## src/qe_pkg.sv

```systemverilog
// Constants, field layouts and mode encodings for the four-channel encoder counter.
// Functional notes
// RULE1 - Filter output follows four equal consecutive samples
// RULE2 - Sampling rate selectable 1, 2, 4, 8 MHz
// RULE3 - Software picks slowest adequate sampling rate
// RULE4 - Quadrature direction from which input leads
// RULE5 - x1 counts on rising edges of A
// RULE6 - x2 counts on both edges of A
// RULE7 - x4 counts on every A or B edge
// RULE8 - Two-pulse: A rise increments, B rise decrements
// RULE9 - Pulse/direction: A rise, B high decrements
// RULE10 - Disabled mode ignores inputs, registers stay accessible
// RULE11 - Per-channel mode registers at 00h to 0Ch
// RULE12 - Reads return latch buffer, one of seven sources
// RULE13 - Software mode latches on data register access
// RULE14 - Index rising edge latches the count
// RULE15 - Selected digital input rising edge latches count
// RULE16 - Timer pulse rising edge latches the count
// RULE17 - Reset value select: zero gives 80000000h
// RULE18 - Periodic timer pulses from 20 us to 51 s
// RULE19 - Twenty-five interrupt sources incl. timer pulse
// RULE20 - Interrupt enables live at offset 20h
// RULE21 - Software enables one source unless handler copes
// RULE22 - Sampling select 00=8, 01=4, 10=2, 11=1 MHz
// RULE23 - Reading clear register clears pending interrupt flags
// RULE24 - Software latch command copies counter to latch
// RULE25 - Counter reset command loads selected reset value
// RULE26 - 32-bit counters wrap, flag overflow and underflow
// RULE27 - Edge detection uses filtered, sample-synchronous inputs
package qe_pkg;

  // ***********************************************
  // Register offsets
  // ***********************************************
  localparam logic [5:0] OFS_MODE0 = 6'h00;
  localparam logic [5:0] OFS_CMP0  = 6'h10;
  localparam logic [5:0] OFS_INT   = 6'h20;
  localparam logic [5:0] OFS_CLK   = 6'h24;
  localparam logic [5:0] OFS_LATCH = 6'h28;
  localparam logic [5:0] OFS_RESET = 6'h2c;
  localparam logic [5:0] OFS_DIO   = 6'h30;

  // ***********************************************
  // Field layouts
  // ***********************************************
  localparam int MODE_CNT_LSB = 0;
  localparam int MODE_RVS_BIT = 4;
  localparam int MODE_LAT_LSB = 8;
  localparam int INT_OV_LSB   = 0;
  localparam int INT_UN_LSB   = 4;
  localparam int INT_IX_LSB   = 8;
  localparam int INT_DI_LSB   = 12;
  localparam int INT_OC_LSB   = 16;
  localparam int INT_UC_LSB   = 20;
  localparam int INT_TM_BIT   = 28;
  localparam int INT_IE_BIT   = 31;
  localparam logic [31:0] INT_SRC_MASK = 32'h10ff_ffff;
  localparam int CLK_SC_LSB   = 0;
  localparam int CLK_DV_LSB   = 16;
  localparam int CLK_TB_LSB   = 24;
  localparam int DIO_DI_LSB   = 4;

  // ***********************************************
  // Reset values and encodings
  // ***********************************************
  localparam logic [31:0] RESET_VAL_MID  = 32'h8000_0000;
  localparam logic [31:0] RESET_VAL_ZERO = 32'h0000_0000;
  localparam logic [31:0] COUNT_MAX      = 32'hffff_ffff;
  localparam logic [2:0]  TB_LAST        = 3'h4;

  typedef enum logic [2:0] {
    CM_DISABLED, CM_X1, CM_X2, CM_X4, CM_TWO_PULSE, CM_PULSE_DIR
  } count_mode_t;

  typedef enum logic [2:0] {
    LS_SOFTWARE, LS_INDEX, LS_DI0, LS_DI1, LS_DI2, LS_DI3, LS_TIMER
  } latch_src_t;

  // ***********************************************
  // Timing
  // ***********************************************
  localparam int SYS_CLK_MHZ      = 50;
  localparam int SYS_CLK_HZ       = SYS_CLK_MHZ * 1000000;
  localparam int SAMPLE_MAX_MHZ   = 8;
  localparam int FILTER_DEPTH     = 4;
  localparam int TIMEBASE_FAST_HZ = 50000;
  localparam int TICK_CYCLES      = SYS_CLK_HZ / TIMEBASE_FAST_HZ;

endpackage

```

## src/qe_counter_top.sv

```systemverilog
// Four-channel incremental encoder counter with filters, latches, timer and flags.
`timescale 1ns/1ps
`default_nettype none
module qe_counter_top
  import qe_pkg::*;
#(
  parameter int          CHANNELS        = 4,
  parameter int unsigned TICK_CYCLES_PAR = TICK_CYCLES
) (
  input  wire logic        clk_in,
  input  wire logic        rst_b_in,
  input  wire logic [5:0]  reg_addr_in,
  input  wire logic        reg_wr_in,
  input  wire logic        reg_rd_in,
  input  wire logic [31:0] reg_wdata_in,
  output logic      [31:0] reg_rdata_out,
  input  wire logic [3:0]  enc_a_in,
  input  wire logic [3:0]  enc_b_in,
  input  wire logic [3:0]  enc_index_in,
  input  wire logic [3:0]  digital_input_in,
  input  wire logic [3:0]  board_id_in,
  output logic             irq_out
);

  if (CHANNELS != 4) begin : g_chk_ch
    $error("qe_counter_top serves exactly four channels");
  end
  if (TICK_CYCLES_PAR < 2 || TICK_CYCLES_PAR > 1600) begin : g_chk_tick
    $error("qe_counter_top TICK_CYCLES_PAR out of range");
  end

  // ***********************************************
  // State
  // ***********************************************
  logic [5:0]        samp_acc,  next_samp_acc;
  logic              sample_en, next_sample_en;
  logic [1:0]        samp_sel;
  logic [7:0]        timer_div;
  logic [2:0]        timer_base;
  logic [23:0]       tick_cnt,  next_tick_cnt;
  logic [7:0]        intv_cnt,  next_intv_cnt;
  logic              timer_pulse, next_timer_pulse;
  logic [31:0]       count     [4];
  logic [31:0]       next_count[4];
  logic [31:0]       latch     [4];
  logic [31:0]       next_latch[4];
  logic [31:0]       cmp       [4];
  logic [2:0]        cmode     [4];
  logic [3:0]        rvs;
  logic [2:0]        lsrc      [4];
  logic [31:0]       int_en;
  logic [31:0]       flags,     next_flags;
  logic [31:0]       next_rdata;
  logic              next_irq;
  logic [3:0]        board_id;
  logic [3:0]        a_f, b_f, x_f, d_f;
  logic [3:0]        a_p, b_p, x_p, d_p;
  logic [23:0]       tick_limit;

  // ***********************************************
  // Sampling clock enable and input filters
  // ***********************************************
  // A fractional accumulator gives an exact average of 8/4/2/1 MHz from 50 MHz;
  // the pulses jitter by one system cycle, far below one sampling period.
  always_comb begin
    logic [6:0] sum;
    sum            = {1'b0, samp_acc} + 7'((SAMPLE_MAX_MHZ >> samp_sel)); // RULE2 RULE22
    next_sample_en = 1'b0;
    next_samp_acc  = sum[5:0];
    if (sum >= 7'(SYS_CLK_MHZ)) begin
      next_sample_en = 1'b1;
      next_samp_acc  = 6'(sum - 7'(SYS_CLK_MHZ));
    end
  end

  always_ff @(posedge clk_in or negedge rst_b_in) begin
    if (!rst_b_in) begin
      samp_acc  <= '0;
      sample_en <= 1'b0;
    end else begin
      samp_acc  <= next_samp_acc;
      sample_en <= next_sample_en;
    end
  end

  // Every encoder, index and digital line passes its own filter.
  for (genvar i = 0; i < 16; i++) begin : g_filt
    logic raw;
    logic filt;
    assign raw = (i < 4) ? enc_a_in[i % 4] : (i < 8) ? enc_b_in[i % 4] :
                 (i < 12) ? enc_index_in[i % 4] : digital_input_in[i % 4];
    qe_glitch_filter #(.DEPTH(FILTER_DEPTH)) u_filt (
      .clk_in       (clk_in),
      .rst_b_in     (rst_b_in),
      .sample_en_in (sample_en),
      .raw_in       (raw),
      .filt_out     (filt)
    );
    if (i < 4) begin : g_a
      assign a_f[i] = filt;
    end else if (i < 8) begin : g_b
      assign b_f[i-4] = filt;
    end else if (i < 12) begin : g_x
      assign x_f[i-8] = filt;
    end else begin : g_d
      assign d_f[i-12] = filt;
    end
  end

  // ***********************************************
  // Periodic timer
  // ***********************************************
  // Base tick is 20 us times a decade per time base step; five steps are legal.
  always_comb begin
    tick_limit = 24'(TICK_CYCLES_PAR - 1);
    for (int k = 0; k < 4; k++) begin
      if (3'(k) < timer_base) begin
        tick_limit = 24'((tick_limit + 24'd1) * 24'd10 - 24'd1);
      end
    end
  end

  always_comb begin
    next_tick_cnt    = tick_cnt;
    next_intv_cnt    = intv_cnt;
    next_timer_pulse = 1'b0;
    if (timer_base > TB_LAST || timer_div == 8'h00) begin
      next_tick_cnt = '0;
      next_intv_cnt = '0;
    end else if (tick_cnt >= tick_limit) begin
      next_tick_cnt = '0;
      if (intv_cnt >= timer_div - 8'h01) begin
        next_intv_cnt    = '0;
        next_timer_pulse = 1'b1; // RULE18
      end else begin
        next_intv_cnt = intv_cnt + 8'h01;
      end
    end else begin
      next_tick_cnt = tick_cnt + 24'd1;
    end
  end

  always_ff @(posedge clk_in or negedge rst_b_in) begin
    if (!rst_b_in) begin
      tick_cnt    <= '0;
      intv_cnt    <= '0;
      timer_pulse <= 1'b0;
    end else begin
      tick_cnt    <= next_tick_cnt;
      intv_cnt    <= next_intv_cnt;
      timer_pulse <= next_timer_pulse;
    end
  end

  // ***********************************************
  // Counting, latching and event flags
  // ***********************************************
  // Edges come from filtered lines delayed one cycle, so they stay aligned
  // with the sampling enable that moved the filter.
  always_comb begin
    logic        wr_data;
    logic        inc, dec, up;
    logic        a_r, b_r, a_c, b_c, trig;
    {inc, dec, up, a_r, b_r, a_c, b_c, trig, wr_data} = '0;
    next_flags = flags;
    if (reg_rd_in && reg_addr_in == OFS_CLK) begin
      next_flags = '0; // RULE23
    end
    for (int c = 0; c < 4; c++) begin
      inc     = 1'b0;
      dec     = 1'b0;
      up      = 1'b0;
      trig    = 1'b0;
      wr_data = 1'b0;
      a_r     = a_f[c] & ~a_p[c]; // RULE27
      b_r     = b_f[c] & ~b_p[c];
      a_c     = a_f[c] ^ a_p[c];
      b_c     = b_f[c] ^ b_p[c];
      // A leading B gives a != b on A moves and a == b on B moves.
      unique case (count_mode_t'(cmode[c]))
        CM_DISABLED: begin
          up = 1'b0; // RULE10
        end
        CM_X1: begin
          up  = ~b_f[c]; // RULE4
          inc = a_r & up; // RULE5
          dec = a_r & ~up;
        end
        CM_X2: begin
          up  = a_f[c] ^ b_f[c];
          inc = a_c & up; // RULE6
          dec = a_c & ~up;
        end
        CM_X4: begin
          up  = a_c ? (a_f[c] ^ b_f[c]) : ~(a_f[c] ^ b_f[c]);
          inc = (a_c | b_c) & up; // RULE7
          dec = (a_c | b_c) & ~up;
        end
        CM_TWO_PULSE: begin
          inc = a_r & ~b_r; // RULE8
          dec = b_r & ~a_r;
        end
        CM_PULSE_DIR: begin
          inc = a_r & ~b_f[c]; // RULE9
          dec = a_r & b_f[c];
        end
        default: begin
          up = 1'b0;
        end
      endcase
      next_count[c] = count[c] + (inc ? 32'h1 : dec ? COUNT_MAX : 32'h0); // RULE26
      if (inc && count[c] == COUNT_MAX) begin
        next_flags[INT_OV_LSB + c] = 1'b1; // RULE26 RULE19
      end
      if (dec && count[c] == 32'h0) begin
        next_flags[INT_UN_LSB + c] = 1'b1; // RULE26 RULE19
      end
      if (inc && next_count[c] == cmp[c]) begin
        next_flags[INT_OC_LSB + c] = 1'b1; // RULE19
      end
      if (dec && next_count[c] == cmp[c]) begin
        next_flags[INT_UC_LSB + c] = 1'b1; // RULE19
      end
      if (x_f[c] & ~x_p[c]) begin
        next_flags[INT_IX_LSB + c] = 1'b1; // RULE19
      end
      if (d_f[c] & ~d_p[c]) begin
        next_flags[INT_DI_LSB + c] = 1'b1; // RULE19
      end
      if (reg_wr_in && reg_addr_in == OFS_RESET && reg_wdata_in[c]) begin
        next_count[c] = rvs[c] ? RESET_VAL_ZERO : RESET_VAL_MID; // RULE25 RULE17
      end
      wr_data = reg_rd_in && reg_addr_in == 6'(OFS_MODE0 + 6'(4 * c));
      unique case (latch_src_t'(lsrc[c])) // RULE12
        LS_SOFTWARE: trig = wr_data; // RULE13
        LS_INDEX:    trig = x_f[c] & ~x_p[c]; // RULE14
        LS_DI0:      trig = d_f[0] & ~d_p[0]; // RULE15
        LS_DI1:      trig = d_f[1] & ~d_p[1]; // RULE15
        LS_DI2:      trig = d_f[2] & ~d_p[2]; // RULE15
        LS_DI3:      trig = d_f[3] & ~d_p[3]; // RULE15
        LS_TIMER:    trig = timer_pulse; // RULE16
        default:     trig = 1'b0;
      endcase
      if (reg_wr_in && reg_addr_in == OFS_LATCH && reg_wdata_in[c]) begin
        trig = 1'b1; // RULE24
      end
      next_latch[c] = trig ? count[c] : latch[c];
    end
    if (timer_pulse) begin
      next_flags[INT_TM_BIT] = 1'b1; // RULE19
    end
    next_irq = int_en[INT_IE_BIT] & |(flags & int_en & INT_SRC_MASK);
  end

  always_ff @(posedge clk_in or negedge rst_b_in) begin
    if (!rst_b_in) begin
      for (int c = 0; c < 4; c++) begin
        count[c] <= RESET_VAL_MID;
        latch[c] <= '0;
      end
      flags   <= '0;
      irq_out <= 1'b0;
      a_p     <= '0;
      b_p     <= '0;
      x_p     <= '0;
      d_p     <= '0;
    end else begin
      for (int c = 0; c < 4; c++) begin
        count[c] <= next_count[c];
        latch[c] <= next_latch[c];
      end
      flags   <= next_flags;
      irq_out <= next_irq;
      a_p     <= a_f;
      b_p     <= b_f;
      x_p     <= x_f;
      d_p     <= d_f;
    end
  end

  // ***********************************************
  // Register writes and reads
  // ***********************************************
  // Configuration registers load only from the host; all sit behind one decoder.
  always_ff @(posedge clk_in or negedge rst_b_in) begin
    if (!rst_b_in) begin
      for (int c = 0; c < 4; c++) begin
        cmode[c] <= '0;
        lsrc[c]  <= '0;
        cmp[c]   <= '0;
      end
      rvs        <= '0;
      int_en     <= '0;
      samp_sel   <= '0;
      timer_div  <= '0;
      timer_base <= '0;
    end else if (reg_wr_in) begin
      for (int c = 0; c < 4; c++) begin
        if (reg_addr_in == 6'(OFS_MODE0 + 6'(4 * c))) begin
          cmode[c] <= reg_wdata_in[MODE_CNT_LSB +: 3]; // RULE11
          rvs[c]   <= reg_wdata_in[MODE_RVS_BIT]; // RULE17
          lsrc[c]  <= reg_wdata_in[MODE_LAT_LSB +: 3]; // RULE12
        end
        if (reg_addr_in == 6'(OFS_CMP0 + 6'(4 * c))) begin
          cmp[c] <= reg_wdata_in;
        end
      end
      if (reg_addr_in == OFS_INT) begin
        int_en <= reg_wdata_in & (INT_SRC_MASK | (32'h1 << INT_IE_BIT)); // RULE20
      end
      if (reg_addr_in == OFS_CLK) begin
        samp_sel   <= reg_wdata_in[CLK_SC_LSB +: 2]; // RULE22
        timer_div  <= reg_wdata_in[CLK_DV_LSB +: 8];
        timer_base <= reg_wdata_in[CLK_TB_LSB +: 3];
      end
    end
  end

  // Board identity is a strap, sampled on every rising clock edge, with no reset.
  always_ff @(posedge clk_in) begin
    board_id <= board_id_in;
  end

  // Read data appear the cycle after the strobe and hold until the next read.
  // In software latch mode a data read returns the live count it latched.
  always_comb begin
    next_rdata = reg_rdata_out;
    if (reg_rd_in) begin
      next_rdata = '0;
      for (int c = 0; c < 4; c++) begin
        if (reg_addr_in == 6'(OFS_MODE0 + 6'(4 * c))) begin
          next_rdata = (latch_src_t'(lsrc[c]) == LS_SOFTWARE) ? count[c] : latch[c]; // RULE12 RULE13
        end
        if (reg_addr_in == 6'(OFS_CMP0 + 6'(4 * c))) begin
          next_rdata = cmp[c];
        end
      end
      if (reg_addr_in == OFS_INT) begin
        next_rdata = flags;
        next_rdata[INT_IE_BIT] = irq_out;
      end
      if (reg_addr_in == OFS_LATCH) begin
        next_rdata = {28'h0, board_id};
      end
      if (reg_addr_in == OFS_DIO) begin
        next_rdata = {24'h0, d_f, 4'h0};
      end
    end
  end

  always_ff @(posedge clk_in or negedge rst_b_in) begin
    if (!rst_b_in) begin
      reg_rdata_out <= '0;
    end else begin
      reg_rdata_out <= next_rdata;
    end
  end

endmodule
`default_nettype wire

```

## src/qe_glitch_filter.sv

```systemverilog
// Digital noise filter for one input line, stepped by the sampling enable.
`timescale 1ns/1ps
`default_nettype none
module qe_glitch_filter
  import qe_pkg::*;
#(
  parameter int DEPTH = FILTER_DEPTH
) (
  input  wire logic clk_in,
  input  wire logic rst_b_in,
  input  wire logic sample_en_in,
  input  wire logic raw_in,
  output logic      filt_out
);

  logic [DEPTH-1:0] hist;
  logic [DEPTH-1:0] next_hist;
  logic             next_filt;

  if (DEPTH < 2) begin : g_chk
    $error("qe_glitch_filter needs DEPTH of at least 2");
  end

  // Output moves only when every stored sample agrees, so short spikes die here.
  always_comb begin
    next_hist = hist;
    next_filt = filt_out;
    if (sample_en_in) begin
      next_hist = {hist[DEPTH-2:0], raw_in};
      if (&next_hist) begin
        next_filt = 1'b1; // RULE1
      end else if (~|next_hist) begin
        next_filt = 1'b0; // RULE1
      end
    end
  end

  always_ff @(posedge clk_in or negedge rst_b_in) begin
    if (!rst_b_in) begin
      hist     <= '0;
      filt_out <= 1'b0;
    end else begin
      hist     <= next_hist;
      filt_out <= next_filt;
    end
  end

endmodule
`default_nettype wire

```

## config.mk

```make
export PLATFORM = sky130hd
export DESIGN_NAME = qe_counter_top
export DESIGN_NICKNAME = d
export VERILOG_FILES = /design/src/qe_pkg.sv /design/src/qe_counter_top.sv /design/src/qe_glitch_filter.sv
export SDC_FILE = /design/constraint.sdc
export NUM_CORES = 2
export LEC_CHECK = 0
export ABC_AREA = 1
export BUFFER_PORTS_ARGS = -buffer_cell sky130_fd_sc_hd__buf_2
export CAP_MARGIN = 20
export CELL_PAD_IN_SITES_DETAIL_PLACEMENT = 1
export CELL_PAD_IN_SITES_GLOBAL_PLACEMENT = 1
export CORE_ASPECT_RATIO = 0.6
export CORE_MARGIN = 2
export CORE_UTILIZATION = 34
export DETAILED_ROUTE_END_ITERATION = 7
export HOLD_SLACK_MARGIN = 0.03
export PLACE_DENSITY = 0.66
export SLEW_MARGIN = 30
export SYNTH_ARGS = -nofsm -noshare
export SYNTH_HDL_FRONTEND = slang
export SYNTH_SLANG_ARGS = --single-unit
```

## constraint.sdc

```tcl
create_clock -name clk_in -period 7.75 [get_ports clk_in]
set_input_delay 0.3875 -clock clk_in [delete_from_list [all_inputs] [get_ports clk_in]]
set_output_delay 0.3875 -clock clk_in [all_outputs]
set_load 0.005 [all_outputs]
```

==> flow_summary.ini <==
[outcome]
status = finished, final reports clean

[drt]
wl_met2_mm = 69.39
wl_met1_mm = 91.28
wire_per_inst_um = 22.70
first_iter_violations = 3995
top_layer = met5
drcViolationCount = 0
num_vias = 42170
drtPass1Iterations = 5
wl_mm = 180.2
via_per_inst = 5.312
wl_met3_mm = 15.63
ant_nets = 0

[power]
power.internal_mw = 10.75
power_mw = 22.80
combPwrFrac = 0.590
clock_power_share = 0.162
total_leakage_power_nw = 24.24
p_sw_frac = 0.5286
p_sw_mw = 12.05
share_seq_of_total_power = 0.248
vdd_ir_drop_max_mv = 0.2305
p_per_area_nw_per_um2 = 480.9

[clocking]
clk_path_buf_depth = 3
cts_root_buf = clkbuf_16
path_clk_slew_ps = 60
ctsHtreeMaxLevel = 3
cts_sinks = 633
worstSkewPairLatency_ps = 720
cts_tree = done
cts_inserted_buffers = 72
postCtsSetupBuffers = 0
cts_resized = 0

[synthesis]
ys_seq_elements = 633
synth_area_um2 = 42180
async_flop_share = 0.9937
synthCells = 6145
yosysWarnings = 0
yosysUniqueCellTypes = 67
yosysSeqAreaShare = 0.3752
synth_edf_count = 0
synthFlopType = dfrtp_1
avgSynthCellArea_um2 = 6.863

[global_route]
antenna_found_initial = 15
grt_max_degree = 137
grt_pass1_wl_mm = 269.1
grt_overflow = 0
grt_pass1_vias = 41260
grt_use_total = 0.2825

[sta]
worst_pin_slew_ps = 1038
fmax_mhz = 189.9
rsz0062_at_grt = no
hold_violations = 0
relSlewSlack = 0.3017
slew_violations = 0
min_period_over_period = 0.6795
setup_tns_ps = 0
setup_viol_count_final = 0
period_needed_ps = 5266
skew_ps = 50.69

[layout]
drive_gt1_frac = 0.06112
final_nets = 6499
ff_latch_area_um2 = 15830
multiInputGateArea_um2 = 22080
synthToLayoutAreaGrowth_pct = 12.43
fin_area_um2 = 47420
final_cells = 7939
fillers = 15650

[place]
placed_cells = 7767
dpl_cell_area_um2 = 44580
port_buffers = 94
globalplace.congestion = 0.9559
dpl.hpwl_mm = 141.4

[floorplan]
dieWidth_um = 458.7
chipHeight_um = 276.8
core_area_um2 = 123500
rows = 100
start_util = 0.3415
dieArea_um2 = 127000
pin_count = 95

[setup_path]
start_kind = register
cp_data_arrival_time_ps = 5880
crit_type = reg -> reg
crit_fanout = 31
crit_required_ps = 8360
end_kind = register

[job]
cap_violations = 0

[worst_hold_path]
worstHoldPathType = in -> reg
## synth_stat cells (49+ instances only)
cell / number / area, um2
o21ai_0: 510 / 2552
nor2_1: 434 / 1629
nand4_1: 124 / 775.7
a21oi_1: 327 / 1637
ha_1: 190 / 2377
inv_1: 978 / 3671
nand2_1: 1906 / 7154
clkbuf_1: 106 / 397.9
dfrtp_1: 625 / 15640
xnor2_1: 52 / 455.4
xor2_1: 49 / 429.2
nand3_1: 336 / 1682
nor4_1: 50 / 312.8
## worst paths after layout
check,startpoint,endpoint,slack (ps),cells past startpoint
max reg2reg,g_filt[1].u_filt.filt_out,flags[17],2480,22
min reg2reg,g_filt[11].u_filt.filt_out,x_p[3],400,0
max in group asynchronous,rst_b_in,cmode[5],5730,4
min,reg_rd_in,reg_rdata_out[5],190,3
max,g_filt[1].u_filt.filt_out,flags[17],2480,22
min in group asynchronous,rst_b_in,count[14],210,2
## layer usage
layer / track usage / vias to the layer above
met3: 0.06964 / 183
met4: 0.06042 / 10
li1: - / 19930
met5: 0 / -
met1: 0.4460 / 20770
met2: 0.3785 / 1281
## layout make-up
type                    instances  area share
diodes                          8   0.0004222
multi-input cells            4363      0.4656
well taps                    1632     0.04306
clock inverters                33    0.009183
repair buffers                170     0.02565
flip-flops and latches        633      0.3337
clock buffers                  98     0.04283
inverters                    1002     0.07948
## placed cells by master (no fill, tap or decap), types with 25 or more instances in the layout
cell type,instances
nand3_1,336
nand2_1,1899
buf_2,93
dfrtp_1,625
o21ai_1,31
a21oi_1,327
o21ai_0,510
nor3_1,45
nor2_2,35
buf_4,38
xnor2_1,52
xor2_1,49
ha_1,190
nand4_1,124
o211ai_1,38
a22oi_1,32
dlygate4sd3_1,32
nand2_2,25
inv_1,977
nor2_1,427
clkbuf_16,73
nor4_1,49
## metrics by stage
step | hold slack [ps] | utilization | setup slack, ps
2_1_floorplan | 91.91 | - | 3544
3_3_place_gp | 383.1 | 0.3604 | 2873
3_5_place_dp | 381.4 | 0.3610 | 2723
4_1_cts | 135.0 | 0.3836 | 2689
5_1_grt | 164.3 | 0.3839 | 2163
6_report | 187.0 | 0.3840 | 2484
## registers in the layout, summed over array words and instances (netlist names), 2 cells and up
signal                  cells
lsrc                       12
flags                      25
b_p                         4
cmode                      12
reg_rdata_out              32
g_filt.u_filt.filt_out     16
tick_cnt                   24
d_p                         4
intv_cnt                    8
count                     128
cmp                       128
timer_div                   8
samp_acc                    6
latch                     128
board_id                    4
samp_sel                    2
x_p                         4
g_filt.u_filt.hist         48
int_en                     26
a_p                         4
timer_base                  3
rvs                         4
## power groups by stage
stage / clock network [mW] / registers [mW] / logic, mW
2_1_floorplan: 0 / 5.07 / 9.31
3_3_place_gp: 0 / 5.62 / 12.8
3_5_place_dp: 0 / 5.67 / 13.1
4_1_cts: 3.75 / 5.62 / 13.2
5_1_grt: 3.88 / 5.77 / 15.1
6_report: 3.69 / 5.66 / 13.4
## cell families (layout without fill, tap and decap cells)
family | after synthesis | after routing | synth area share
other cells | 1 | 14 | 0.00008891
xor+xnor | 112 | 112 | 0.02700
compound gates | 1030 | 1030 | 0.1335
fa+ha+maj | 195 | 195 | 0.05874
flops | 633 | 633 | 0.3752
mux | 1 | 1 | 0.0002670
buf+inv | 1154 | 1303 | 0.1044
simple gates | 3019 | 3019 | 0.3007
## worst max-delay path, stage by stage, from the launching register on
cell,delay [ps]
dfrtp_1,420
ha_1,350
inv_1,70
ha_1,300
a21oi_1,50
nand2_1,70
nand2_1,40
nor2_1,590
nand2_1,230
inv_1,100
buf_4,390
ha_1,400
nand2_1,130
nand3_1,210
nand2_1,120
nand2_1,120
xor2_1,530
nand2_1,120
a21oi_1,260
nand4_1,170
nor2_1,250
nand4_1,150
nand2_1,90
## repair_timing
item                                    in CTS  in global routing
hold buffers                                32                  0
endpoints found under the setup margin       0                  0
endpoints found under the hold margin      140                  0
No activity file was read; power rests on OpenSTA's default activity.
